`config.mk`:
```
export PLATFORM = sky130hd
export DESIGN_NAME = fcf_front_end
export DESIGN_NICKNAME = d
export VERILOG_FILES = /design/src/shared/fcf_pkg.sv /design/src/fcf_front_end.sv
export SDC_FILE = /design/constraint.sdc
export NUM_CORES = 1
export LEC_CHECK = 0
export ABC_AREA = 1
export BUFFER_PORTS_ARGS = -buffer_cell sky130_fd_sc_hd__buf_2
export CORE_ASPECT_RATIO = 2
export CORE_MARGIN = 4
export CORE_UTILIZATION = 46
export CTS_CLUSTER_SIZE = 20
export DETAILED_ROUTE_END_ITERATION = 8
export GPL_TIMING_DRIVEN = 0
export PLACE_DENSITY = 0.66
export SETUP_SLACK_MARGIN = 0.02
export SYNTH_ARGS = -nofsm -noshare
export SYNTH_HDL_FRONTEND = slang
export SYNTH_SLANG_ARGS = --single-unit
```
`constraint.sdc`:
```
create_clock -name ref_clk -period 13 [get_ports ref_clk]
set_input_delay 0 -clock ref_clk [delete_from_list [all_inputs] [get_ports ref_clk]]
set_output_delay 0 -clock ref_clk [all_outputs]
set_load 0.005 [all_outputs]
```
`src/shared/fcf_pkg.sv`:
```
package fcf_pkg;
  // ahb register map
  localparam logic [31:0] addr_upper_address_segment = 32'h0000_0000;
  localparam logic [31:0] addr_mode_control = 32'h0000_0004;
  localparam logic [31:0] addr_status = 32'h0000_0008;
  localparam logic [31:0] addr_last_command = 32'h0000_000C;
  localparam logic [31:0] addr_last_address = 32'h0000_0010;
  localparam logic [7:0] reset_upper_address_byte = 8'h00;
  localparam logic [1:0] reset_dummy_sel = 2'h0;
  // mode_control fields
  localparam int pos_dummy_count_sel_lo = 6;
  localparam int pos_dummy_count_sel_hi = 7;
  localparam int pos_four_byte_mode = 0;
  localparam int pos_quad_lines_enable_bit = 1;
  // opcodes
  localparam logic [7:0] op_read = 8'h03;
  localparam logic [7:0] op_fast_read = 8'h0B;
  localparam logic [7:0] dual_io_fetch_cmd = 8'hBB;
  localparam logic [7:0] dual_out_fetch_cmd = 8'h3B;
  localparam logic [7:0] quad_io_fetch_cmd = 8'hEB;
  localparam logic [7:0] quad_io_fetch_top_cmd = 8'hEA;
  localparam logic [7:0] quad_out_fetch_cmd = 8'h6B;
  localparam logic [7:0] page_program_cmd = 8'h02;
  localparam logic [7:0] quad_page_program_cmd = 8'h38;
  localparam logic [7:0] wipe_4k_cmd = 8'h20;
  localparam logic [7:0] wipe_32k_cmd = 8'h52;
  localparam logic [7:0] wipe_64k_cmd = 8'hD8;
  localparam logic [7:0] chip_wipe_cmd_a = 8'h60;
  localparam logic [7:0] chip_wipe_cmd_b = 8'hC7;
  localparam logic [7:0] quad_mode_enter_cmd = 8'h35;
  localparam logic [7:0] quad_mode_exit_cmd = 8'hF5;
  // command kinds reported to the array side
  localparam logic [2:0] kind_none = 3'h0;
  localparam logic [2:0] kind_program = 3'h1;
  localparam logic [2:0] kind_wipe_4k = 3'h2;
  localparam logic [2:0] kind_wipe_32k = 3'h3;
  localparam logic [2:0] kind_wipe_64k = 3'h4;
  localparam logic [2:0] kind_chip_wipe = 3'h5;
  localparam logic [3:0] quad_io_dummy = 4'h6;
  localparam logic [3:0] dummy_base = 4'h8;
  typedef enum logic [2:0] {
    fcf_idle_st, fcf_opcode_st, fcf_addr_st, fcf_dummy_st, fcf_data_st, fcf_ignore_st
  } fcf_state_type;
endpackage

```
`src/fcf_front_end.sv`:
```
// Implementation choices: the address map and the AHB-Lite interface to the registers.
`timescale 1ns/1ps
module fcf_front_end (
  input wire logic ref_clk,
  input wire logic rst,
  input wire logic haddr_sel,
  input wire logic hsel,
  input wire logic [31:0] haddr,
  input wire logic [1:0] htrans,
  input wire logic hwrite,
  input wire logic [2:0] hsize,
  input wire logic [31:0] hwdata,
  input wire logic hready,
  output logic [31:0] hrdata,
  output logic hreadyout,
  output logic hresp,
  input wire logic sclk,
  input wire logic cs_n,
  input wire logic [3:0] io_in,
  output logic [3:0] io_out,
  output logic [3:0] io_oe_n,
  input wire logic [7:0] array_rdata,
  output logic [24:0] array_addr,
  output logic array_rd_stb,
  output logic [7:0] prog_data,
  output logic prog_stb,
  output logic [2:0] exec_kind,
  output logic exec_stb
);
  import fcf_pkg::*;
  typedef struct packed {
    logic [7:0] upper_address_byte;
    logic [1:0] dummy_sel;
    logic four_byte_mode;
    logic quad_lines_enable_bit;
    logic quad_command_mode;
    logic [2:0] sclk_sync;
    logic [1:0] cs_sync;
    logic [7:0] io_s1;
    logic [3:0] io_s2;
    fcf_state_type state;
    logic [7:0] shift;
    logic [3:0] bit_cnt;
    logic [2:0] byte_cnt;
    logic [3:0] dummy_left;
    logic [7:0] opcode;
    logic [1:0] width_in;
    logic [1:0] width_out;
    logic is_read;
    logic [2:0] kind;
    logic [24:0] addr;
    logic [7:0] out_shift;
    logic [3:0] io_out;
    logic [3:0] io_oe_n;
    logic bus_pend;
    logic bus_write;
    logic [31:0] bus_addr;
    logic [31:0] hrdata;
    logic [24:0] array_addr;
    logic array_rd_stb;
    logic [7:0] prog_data;
    logic prog_stb;
    logic [2:0] exec_kind;
    logic exec_stb;
    logic [7:0] last_cmd;
    logic [24:0] last_addr;
  } fcf_core_type;
  fcf_core_type r;
  fcf_core_type next_r;
  // bits per serial clock for a lane width code 0=1,1=2,2=4
  function automatic logic [3:0] fcf_step(input logic [1:0] w);
    case (w)
      2'd1: fcf_step = 4'd2;
      2'd2: fcf_step = 4'd4;
      default: fcf_step = 4'd1;
    endcase
  endfunction
  // bits a lane group delivers
  function automatic logic [7:0] fcf_shift_in(input logic [7:0] s, input logic [1:0] w,
                                              input logic [3:0] d);
    case (w)
      2'd1: fcf_shift_in = {s[5:0], d[1:0]};
      2'd2: fcf_shift_in = {s[3:0], d[3:0]};
      default: fcf_shift_in = {s[6:0], d[0]};
    endcase
  endfunction
  logic sclk_rise;
  logic sclk_fall;
  logic cs_active;
  logic [7:0] in_byte;
  logic [3:0] next_bits;
  logic [7:0] rd_word;
  assign sclk_rise = r.sclk_sync[1] & ~r.sclk_sync[2];
  assign sclk_fall = ~r.sclk_sync[1] & r.sclk_sync[2];
  assign cs_active = ~r.cs_sync[1];
  always_comb begin
    next_r = r;
    in_byte = 8'h00;
    next_bits = 4'h0;
    rd_word = 8'h00;
    next_r.array_rd_stb = 1'b0;
    next_r.prog_stb = 1'b0;
    next_r.exec_stb = 1'b0;
    // clock and select pins pass two flops before use, data pins three
    next_r.sclk_sync = {r.sclk_sync[1:0], sclk};
    next_r.cs_sync = {r.cs_sync[0], cs_n};
    next_r.io_s1 = {r.io_s1[3:0], io_in};
    next_r.io_s2 = r.io_s1[7:4];
    // register bus: zero wait states, address phase latched
    if (r.bus_pend && r.bus_write) begin
      case (r.bus_addr)
        addr_upper_address_segment: begin
          // eight bits, only bit 0 kept
          next_r.upper_address_byte = {7'h00, hwdata[0]};
        end
        addr_mode_control: begin
          // dummy select bits 6 and 7
          next_r.dummy_sel = {hwdata[pos_dummy_count_sel_hi], hwdata[pos_dummy_count_sel_lo]};
          next_r.four_byte_mode = hwdata[pos_four_byte_mode];
          next_r.quad_lines_enable_bit = hwdata[pos_quad_lines_enable_bit];
        end
        default: begin
        end
      endcase
    end
    next_r.bus_pend = 1'b0;
    if (hsel && hready && htrans[1]) begin
      next_r.bus_pend = 1'b1;
      next_r.bus_write = hwrite;
      next_r.bus_addr = {haddr[31:2], 2'b00};
      if (!hwrite) begin
        case ({haddr[31:2], 2'b00})
          addr_upper_address_segment: next_r.hrdata = {24'h0, 7'h00, r.upper_address_byte[0]};
          addr_mode_control: next_r.hrdata = {24'h0, r.dummy_sel, 4'h0,
                                              r.quad_lines_enable_bit, r.four_byte_mode};
          addr_status: next_r.hrdata = {28'h0, r.state == fcf_data_st, r.quad_command_mode,
                                        r.quad_lines_enable_bit, cs_active};
          addr_last_command: next_r.hrdata = {24'h0, r.last_cmd};
          addr_last_address: next_r.hrdata = {7'h0, r.last_addr};
          default: next_r.hrdata = 32'h0000_0000;
        endcase
      end
    end
    if (!cs_active) begin
      // deselect mid-byte rejects program, erase, mode switches
      if (r.state != fcf_idle_st && r.bit_cnt == 4'd0) begin
        if (r.state == fcf_opcode_st && r.byte_cnt == 3'd1) begin
          // enter quad mode, enable bit untouched
          if (r.opcode == quad_mode_enter_cmd && !r.quad_command_mode)
            next_r.quad_command_mode = 1'b1;
          if (r.opcode == quad_mode_exit_cmd && r.quad_command_mode)
            next_r.quad_command_mode = 1'b0;
          if (r.opcode == chip_wipe_cmd_a || r.opcode == chip_wipe_cmd_b) begin
            next_r.exec_kind = kind_chip_wipe;
            next_r.exec_stb = 1'b1;
          end
        end
        if (r.state == fcf_data_st && !r.is_read && r.kind != kind_program) begin
          next_r.exec_kind = r.kind;
          next_r.exec_stb = 1'b1;
        end
        // program runs after at least one byte
        if (r.state == fcf_data_st && r.kind == kind_program && r.byte_cnt != 3'd0) begin
          next_r.exec_kind = kind_program;
          next_r.exec_stb = 1'b1;
        end
      end
      next_r.state = fcf_idle_st;
      next_r.io_oe_n = 4'hF;
      next_r.bit_cnt = 4'd0;
      next_r.byte_cnt = 3'd0;
    end else begin
      if (r.state == fcf_idle_st) begin
        next_r.state = fcf_opcode_st;
        next_r.width_in = r.quad_command_mode ? 2'd2 : 2'd0;
        next_r.width_out = r.quad_command_mode ? 2'd2 : 2'd0;
        next_r.kind = kind_none;
        next_r.is_read = 1'b0;
      end
      if (sclk_rise && r.state != fcf_ignore_st && r.state != fcf_idle_st) begin
        next_bits = r.bit_cnt + fcf_step(r.width_in);
        in_byte = fcf_shift_in(r.shift, r.width_in, r.io_s2);
        next_r.shift = in_byte;
        next_r.bit_cnt = next_bits[3] ? 4'd0 : next_bits;
        case (r.state)
          fcf_opcode_st: begin
            if (next_bits[3]) begin
              next_r.opcode = in_byte;
              next_r.last_cmd = in_byte;
              next_r.state = fcf_addr_st;
              next_r.byte_cnt = 3'd0;
              // segment bit above 24 received bits
              next_r.addr = {r.upper_address_byte[0], 24'h0};
              case (in_byte)
                op_read, op_fast_read: begin
                  next_r.is_read = 1'b1;
                  if (r.quad_command_mode) next_r.state = fcf_ignore_st;
                end
                dual_io_fetch_cmd, dual_out_fetch_cmd: begin
                  next_r.is_read = 1'b1;
                  next_r.width_in = in_byte == dual_io_fetch_cmd ? 2'd1 : 2'd0;
                  next_r.width_out = 2'd1;
                  if (r.quad_command_mode) next_r.state = fcf_ignore_st;
                end
                // quad io read, top or bottom start
                quad_io_fetch_cmd, quad_io_fetch_top_cmd: begin
                  next_r.is_read = 1'b1;
                  next_r.width_in = 2'd2;
                  next_r.width_out = 2'd2;
                  next_r.addr = {in_byte == quad_io_fetch_top_cmd, 24'h0};
                end
                quad_out_fetch_cmd: begin
                  next_r.is_read = 1'b1;
                  next_r.width_out = 2'd2;
                  if (r.quad_command_mode) next_r.state = fcf_ignore_st;
                end
                page_program_cmd: next_r.kind = kind_program;
                quad_page_program_cmd: begin
                  next_r.kind = kind_program;
                  if (r.quad_command_mode) next_r.state = fcf_ignore_st;
                end
                wipe_4k_cmd: next_r.kind = kind_wipe_4k;
                wipe_32k_cmd: next_r.kind = kind_wipe_32k;
                wipe_64k_cmd: next_r.kind = kind_wipe_64k;
                chip_wipe_cmd_a, chip_wipe_cmd_b, quad_mode_enter_cmd,
                quad_mode_exit_cmd: begin
                  next_r.state = fcf_opcode_st;
                  next_r.byte_cnt = 3'd1;
                end
                default: next_r.state = fcf_ignore_st;
              endcase
            end
          end
          fcf_addr_st: begin
            if (next_bits[3]) begin
              next_r.byte_cnt = r.byte_cnt + 3'd1;
              // three-byte mode fills low 24 bits only; in four-byte mode the first byte sets bit 24
              case (r.byte_cnt)
                3'd0: if (!r.four_byte_mode) next_r.addr[23:16] = in_byte;
                      else next_r.addr[24] = in_byte[0];
                3'd1: next_r.addr[(r.four_byte_mode ? 23 : 15) -: 8] = in_byte;
                3'd2: next_r.addr[(r.four_byte_mode ? 15 : 7) -: 8] = in_byte;
                default: next_r.addr[7:0] = in_byte;
              endcase
              // four-byte mode takes A24 from the host
              if (r.byte_cnt == (r.four_byte_mode ? 3'd3 : 3'd2)) begin
                next_r.byte_cnt = 3'd0;
                next_r.last_addr = next_r.addr;
                if (r.opcode == op_read) begin
                  next_r.state = fcf_data_st;
                  next_r.array_addr = next_r.addr;
                  next_r.array_rd_stb = 1'b1;
                end else if (r.is_read) begin
                  next_r.state = fcf_dummy_st;
                  next_r.dummy_left = (r.opcode == quad_io_fetch_cmd ||
                                       r.opcode == quad_io_fetch_top_cmd) ?
                                      quad_io_dummy : dummy_base - {r.dummy_sel, 1'b0};
                  next_r.array_addr = next_r.addr;
                  next_r.array_rd_stb = 1'b1;
                end else begin
                  next_r.state = fcf_data_st;
                  next_r.width_in = (r.opcode == quad_page_program_cmd) ? 2'd2 : r.width_in;
                end
              end
            end
          end
          fcf_dummy_st: begin
            next_r.bit_cnt = 4'd0;
            next_r.dummy_left = r.dummy_left - 4'd1;
            if (r.dummy_left == 4'd1) next_r.state = fcf_data_st;
          end
          fcf_data_st: begin
            if (r.is_read) begin
              next_r.bit_cnt = (r.bit_cnt + fcf_step(r.width_out)) & 4'h7;
            end else if (next_bits[3] && r.kind == kind_program) begin
              next_r.prog_data = in_byte;
              next_r.prog_stb = 1'b1;
              next_r.byte_cnt = 3'd1;
            end
          end
          default: begin
          end
        endcase
      end
      if (sclk_fall && r.state == fcf_data_st && r.is_read) begin
        rd_word = (r.bit_cnt == 4'd0) ? array_rdata : r.out_shift;
        next_r.io_oe_n = r.width_out == 2'd2 ? 4'h0 : (r.width_out == 2'd1 ? 4'hC : 4'hD);
        case (r.width_out)
          2'd1: begin
            next_r.io_out = {2'b00, rd_word[7:6]};
            next_r.out_shift = {rd_word[5:0], 2'b00};
          end
          2'd2: begin
            next_r.io_out = rd_word[7:4];
            next_r.out_shift = {rd_word[3:0], 4'h0};
          end
          default: begin
            next_r.io_out = {2'b00, rd_word[7], 1'b0};
            next_r.out_shift = {rd_word[6:0], 1'b0};
          end
        endcase
        if (r.bit_cnt == 4'd0) begin
          next_r.array_addr = r.array_addr + 25'd1;
          next_r.array_rd_stb = 1'b1;
        end
      end
    end
  end
  always_ff @(posedge ref_clk or posedge rst) begin
    if (rst) begin
      r <= '0;
      r.upper_address_byte <= reset_upper_address_byte;
      r.dummy_sel <= reset_dummy_sel;
      r.cs_sync <= 2'h3;
      r.io_oe_n <= 4'hF;
    end else begin
      r <= next_r;
    end
  end
  assign hrdata = r.hrdata;
  assign hreadyout = 1'b1;
  assign hresp = 1'b0;
  assign io_out = r.io_out;
  assign io_oe_n = r.io_oe_n;
  assign array_addr = r.array_addr;
  assign array_rd_stb = r.array_rd_stb;
  assign prog_data = r.prog_data;
  assign prog_stb = r.prog_stb;
  assign exec_kind = r.exec_kind;
  assign exec_stb = r.exec_stb;
endmodule

```
==> results of run 1 <==
[cells in the final DEF, fill, tap and decap left out, types with 4 or more instances in the layout]
master	Yosys	layout
nand2_1	342	342
dfrtp_1	214	214
inv_1	196	195
o21ai_0	171	171
buf_2	17	142
nor2_1	107	107
buf_4	82	82
nand3_1	64	64
a21oi_1	50	50
dlygate4sd3_1	0	50
o22ai_1	47	47
clkbuf_1	25	27
nor3_1	27	27
o211ai_1	26	26
nand4_1	26	26
clkbuf_16	0	22
o21ai_1	21	21
ha_1	17	17
nand2_2	12	12
inv_2	11	11
nor2_4	10	10
o221ai_1	10	10
nor4_1	10	10
conb_1	2	9
a22oi_1	8	8
o31ai_1	7	7
a31oi_1	7	7
clkinv_2	2	6
a211oi_1	6	6
nor2_2	5	5
xor2_1	5	5
o2111ai_1	5	5
dfstp_2	5	5
buf_6	4	4
a221oi_1	4	4
clkbuf_8	0	4
bufinv_16	0	4
[path summary, 6_finish.rpt]
| path | from | endpoint | slack, ns | depth (start not counted) |
|---|---|---|---|---|
| max | r[185] | array_addr[23] | 9.72 | 13 |
| min | hready | r[114] | 0.005 | 4 |
| max reg2reg | r[185] | array_addr[23] | 9.72 | 13 |
| min reg2reg | next_r[220] | r[220] | 0.35 | 0 |
| max in group asynchronous | rst | array_addr[12] | 11.75 | 4 |
| min in group asynchronous | rst | hrdata[1] | 0.18 | 3 |
[critical path, stage by stage (launching register included)]
cell      delay (ns)
dfrtp_1         0.45
inv_1           0.07
ha_1            0.36
buf_6           0.17
inv_2           0.11
nand3_1         0.11
nand2_1         0.32
inv_1           0.20
nor2_1          0.33
a211oi_1        0.09
nor3_1          0.71
nand2_1         0.12
nand2_1         0.10
o21ai_1         0.06
[sequential cells by signal (all words and copies together), names as in the netlist]
signal,flops
array_rd_stb,1
hrdata,25
prog_stb,1
io_oe_n,3
next_r,11
array_addr,25
io_out,4
prog_data,8
exec_stb,1
exec_kind,3
r,137
[area by class of cell]
type | instances | share of cell area, %
flip-flops and latches | 219 | 36.7
multi-input cells | 1040 | 36.3
repair buffers | 176 | 7.72
plain buffers | 129 | 5.64
inverters | 211 | 5.38
clock buffers | 28 | 4.10
well taps | 348 | 2.91
clock inverters | 12 | 1.21
[per-layer routing]
layer / vias up / routed length [um]
met1: 5775 / 14300
met4: 0 / 3100
met5: - / 0
met3: 144 / 1540
met2: 393 / 22600
li1: 5640 / -
[report_power, final]
| group | switching [mW] | leakage, nW | internal [mW] |
|---|---|---|---|
| combinational | 0.242 | 3.95 | 0.104 |
| clock | 0.295 | 0.390 | 0.416 |
| sequential | 0.0270 | 2.88 | 0.719 |
[cell families (layout without fill, tap and decap cells)]
| family | after synthesis | count (layout) |
|---|---|---|
| compound gates | 376 | 376 |
| xor+xnor | 7 | 7 |
| fa+ha+maj | 19 | 19 |
| buf+inv | 340 | 556 |
| flops | 219 | 219 |
| mux | 6 | 6 |
| other cells | 2 | 9 |
| simple gates | 623 | 623 |
[metrics by stage]
stage | setup slack, ns | power, mW | instance area, sq um | utilization, % | hold slack (ns)
floorplan | 7.02 | 0.978 | 12600 | - | 0.00448
global placement | 4.35 | 1.08 | 13600 | 50.6 | 0.106
detailed placement | 9.82 | 1.09 | 13700 | 50.8 | 0.108
CTS | 9.80 | 1.81 | 15000 | 55.6 | 0.00394
global route | 9.62 | 1.88 | 15000 | 55.6 | 0.0458
finish | 9.72 | 1.80 | 15000 | 55.6 | 0.00478
==> flow_metrics.py, run 1 <==
metrics = {
    "timing": {
        "rsz0062_at_grt": "no",
        "finalSetupViolations": 0,
        "worst_slew_pin_slew_ns": 1.04,
        "maxSlewHeadroom_pct": 30.2,
        "tns_ns": 0,
        "fmax_mhz": 304,
        "post-route-period-util_pct": 25.3,
        "skew_ns": 0.0150,
        "min_period_ns": 3.28,
        "final-hold-violation-count": 0,
        "slew_violations": 0,
    },
    "clock_tree": {
        "path_clk_slew_ns": 0.08,
        "clockBufferDepth": 3,
        "hold_buffers": 50,
        "cts_buffers": 22,
        "htreeDepth": 1,
        "cts-resized-gates": 0,
        "post-cts-setup-buffer-count": 0,
        "cts_tree": "built",
        "cts.sinks": 219,
        "root_buffer": "clkbuf_16",
        "clkLatencyLatePin_ns": 0.54,
    },
    "setup_path": {
        "cp.required_ns": 13.43,
        "worstSetupPathType": "reg2reg",
        "cp-start-kind": "register",
        "critPathMaxFanout": 9,
        "crit_path_end_kind": "register",
        "cp.arrival_ns": 3.72,
    },
    "logic_synthesis": {
        "avgSynthCellArea_sq_um": 7.87,
        "synth-main-ff-cell": "dfrtp_1",
        "yosysMostFrequentCell": "nand2_1",
        "synthTopCellsByArea": "dfrtp_1 (43%), nand2_1 (10%), o21ai_0 (6.8%)",
        "yosys-top-cells-count": "nand2_1 (342), dfrtp_1 (214), inv_1 (196)",
        "synth_cell_types": 66,
        "synth_seq_area_share_pct": 43.8,
        "synth_top_family_by_area": "simple AND/OR/NAND/NOR gates",
        "synth_compound_area_share_pct": 17.7,
        "synthSimpleGateAreaFrac_pct": 22.3,
        "synth_area_sq_um": 12500,
        "synth_top_area_share_pct": 42.7,
        "synth_xor_area_share_pct": 0.489,
        "async_flop_share_pct": 100,
        "synth_mux_area_share_pct": 0.519,
        "synth_seq_cells": 219,
        "yosysTopAreaCell": "dfrtp_1",
        "ys_warn_count": 0,
        "synth_edf_count": 0,
        "synth-adder-area-share_pct": 2.02,
        "netlist_instances": 1592,
    },
    "route": {
        "wl_mm": 41.5,
        "vias": 12000,
        "dr.first_iter.drc_count": 691,
        "drc_errors": 0,
        "vias_per_cell": 5.53,
        "wl_per_cell_um": 19.2,
        "first_pass_iters": 7,
        "ant_nets": 0,
    },
    "finish": {
        "fill_cells": 2605,
        "seqCellArea_sq_um": 5490,
        "multi_input_area_sq_um": 5430,
        "fin_nets": 1907,
        "n_antenna_cell": 0,
        "drive_gt1_share_pct": 18.7,
        "layout.cells.non_filler": 2163,
        "areaGrowthSynthToFinish_pct": 19.3,
    },
    "placed_design": {
        "place_inst": 2073,
        "dp.final_hpwl_mm": 31.3,
        "port_buffers": 125,
        "gp_congestion": 0.999,
    },
    "global_routing": {
        "grtUsageMet1_pct": 27.7,
        "grt_util_met2_pct": 52.5,
        "grt_pass1_wl_mm": 65.2,
        "grt.busiest_layer": "met2",
        "globalRouteOverflowTotal": 0,
        "grt_max_degree": 114,
        "antenna_found_initial": 0,
        "met3_usage_pct": 2.78,
        "grt_pass1_vias": 12200,
        "track_usage_pct": 27.3,
    },
    "power_and_ir_drop": {
        "p_leak_nw": 7.22,
        "pwr_density_cell_nw_per_um2": 121,
        "peakVddDrop_mv": 0.106,
    },
    "outcome": {
        "status": "complete, no violations",
    },
    "run": {
        "drv_cap": 0,
    },
    "floorplan": {
        "die_h_um": 241,
        "start_util_pct": 46.6,
        "fp-row-count": 85,
        "ioPinCount": 170,
        "fp.dieW_um": 125,
        "die_area_sq_um": 30100,
        "core_area_sq_um": 26900,
    },
    "worst_hold_path": {
        "hold_class": "in2reg",
    },
}
(Power assumes the default switching activity.)
==> run 2, diff against run 1 <==
--- a/config.mk
+++ b/config.mk
@@ -13,7 +13,7 @@
 export CTS_CLUSTER_SIZE = 20
 export DETAILED_ROUTE_END_ITERATION = 8
 export GPL_TIMING_DRIVEN = 0
-export PLACE_DENSITY = 0.66
+export PLACE_DENSITY = 0.69
 export SETUP_SLACK_MARGIN = 0.02
 export SYNTH_ARGS = -nofsm -noshare
 export SYNTH_HDL_FRONTEND = slang
==> constraint.sdc (replaced) <==
create_clock -name ref_clk -period 2.7 [get_ports ref_clk]
set_input_delay 0 -clock ref_clk [delete_from_list [all_inputs] [get_ports ref_clk]]
set_output_delay 0 -clock ref_clk [all_outputs]
set_load 0.005 [all_outputs]
==> run 2 against run 1 <==
Against the previous run:
- count of clock-buffer cells in the layout up 1
- fmax up 25%
- sequential share of layout area down 1.0 points
- critical path depth down 3
- utilization up 1.6 points
==> flow_metrics.py, run 2 (synthesized netlist as in run 1, its figures left out) <==
metrics = {
    "outcome": {
        "status": "complete, no violations",
    },
    "setup_path": {
        "worstSetupPathType": "reg2reg",
        "cp-start-kind": "register",
        "cp.arrival_ns": 3.03,
        "critPathMaxFanout": 7,
        "cp.required_ns": 3.11,
        "crit_path_end_kind": "register",
    },
    "timing": {
        "worst_slew_pin_slew_ns": 0.935,
        "maxSlewHeadroom_pct": 37.2,
        "skew_ns": 0.0167,
        "fmax_mhz": 381,
        "post-route-period-util_pct": 97.2,
        "finalSetupViolations": 0,
        "min_period_ns": 2.62,
        "rsz0062_at_grt": "yes",
        "setup_slack_ns": 0.0761,
        "final-hold-violation-count": 0,
        "slew_violations": 0,
        "tns_ns": 0,
        "whs_ns": 0.00553,
    },
    "placed_design": {
        "place_area_sq_um": 13700,
        "pre_cts_ws_ns": -0.472,
        "dp.final_hpwl_mm": 31.9,
        "place_inst": 2077,
        "port_buffers": 125,
        "gp_congestion": 0.967,
    },
    "power_and_ir_drop": {
        "peakVddDrop_mv": 0.471,
        "power_mw": 8.96,
        "p_leak_nw": 7.41,
        "pwr_density_cell_nw_per_um2": 583,
    },
    "finish": {
        "drive_gt1_share_pct": 21.1,
        "final_cell_mix": "nand2_1 (339), dfrtp_1 (213), inv_1 (191)",
        "final_area_sq_um": 15400,
        "largest_reg_flops": 137,
        "final_common_cell": "nand2_1",
        "final_util_pct": 57.1,
        "fin_nets": 1927,
        "seqCellArea_sq_um": 5490,
        "n_antenna_cell": 0,
        "multi_input_area_sq_um": 5610,
        "areaGrowthSynthToFinish_pct": 22.7,
        "layout.cells.non_filler": 2183,
        "top_register": "r",
        "fill_cells": 2535,
    },
    "clock_tree": {
        "path_clk_slew_ns": 0.06,
        "cts_buffers": 22,
        "cts_tree": "built",
        "root_buffer": "clkbuf_16",
        "cts.sinks": 219,
        "clockBufferDepth": 3,
        "clkLatencyLatePin_ns": 0.55,
        "htreeDepth": 1,
    },
    "floorplan": {
        "core_area_sq_um": 26900,
        "start_util_pct": 46.6,
        "fp.dieW_um": 125,
        "ioPinCount": 170,
        "die_h_um": 241,
        "die_area_sq_um": 30100,
        "fp-row-count": 85,
    },
    "global_routing": {
        "grt_max_degree": 43,
        "globalRouteOverflowTotal": 0,
        "grt_pass1_vias": 12200,
        "grt_pass1_wl_mm": 65.8,
        "antenna_found_initial": 0,
        "track_usage_pct": 27.8,
    },
    "route": {
        "first_pass_iters": 6,
        "wl_mm": 42.3,
        "dr.first_iter.drc_count": 918,
        "ant_nets": 0,
        "vias": 12000,
        "wl_per_cell_um": 19.4,
        "drc_errors": 0,
        "vias_per_cell": 5.51,
    },
    "run": {
        "drv_cap": 0,
    },
    "worst_hold_path": {
        "hold_class": "in2reg",
    },
}
-- run 2: cell types whose count changed in the layout (fill, tap and decap cells not counted), sizes merged --
cell      change
clkinv        -2
inv           -2
buf          +18
clkinvlp      +1
clkbuf        +3
bufinv        +2
-- run 2: worst paths after layout --
check / startpoint / to / slack [ns] / cells past startpoint
max reg2reg: r[199] / array_addr[4] / 0.08 / 10
min: array_rdata[1] / r[148] / 0.006 / 5
max in group asynchronous: rst / next_r[230] / 1.62 / 5
max: r[199] / array_addr[4] / 0.08 / 10
min in group asynchronous: rst / r[210] / 0.11 / 3
min reg2reg: next_r[220] / r[220] / 0.35 / 0
-- run 2: final cells by class --
type / instances / share of cell area (%)
Multi-Input combinational cell: 1040 / 36.5
Sequential cell: 219 / 35.7
Timing Repair Buffer: 196 / 8.76
Buffer: 129 / 5.53
Inverter: 211 / 5.26
Clock buffer: 29 / 4.01
Tap cell: 348 / 2.83
Clock inverter: 11 / 1.43
-- run 2: critical path, cell delays in order, from the launching register on --
cell        delay (ns)
dfrtp_1           0.44
inv_1             0.12
ha_1              0.22
nand2_2           0.26
clkinvlp_4        0.27
nor2_4            0.20
inv_1             0.15
a221oi_4          0.44
nand2_1           0.20
o21ai_0           0.11
a21oi_1           0.08
-- run 2: timing repair --
item	CTS	global route
setup buffers	2	14
endpoints found under the setup margin	73	78
gates resized for setup	21	24
pin swaps	1	6
endpoints found under the hold margin	82	0
gates cloned	0	0
hold buffers	50	0
-- run 2: layer usage --
metal	wire (um)	vias up	track usage, %
met5	0	-	0
met4	3490	0	21.1
met3	1750	147	2.78
met2	22700	430	52.8
met1	14300	5787	27.7
li1	-	5672	-
-- run 2: power breakdown --
group / internal [mW] / switching [mW]
registers: 3.46 / 0.135
logic: 0.581 / 1.20
clock network: 2.19 / 1.39
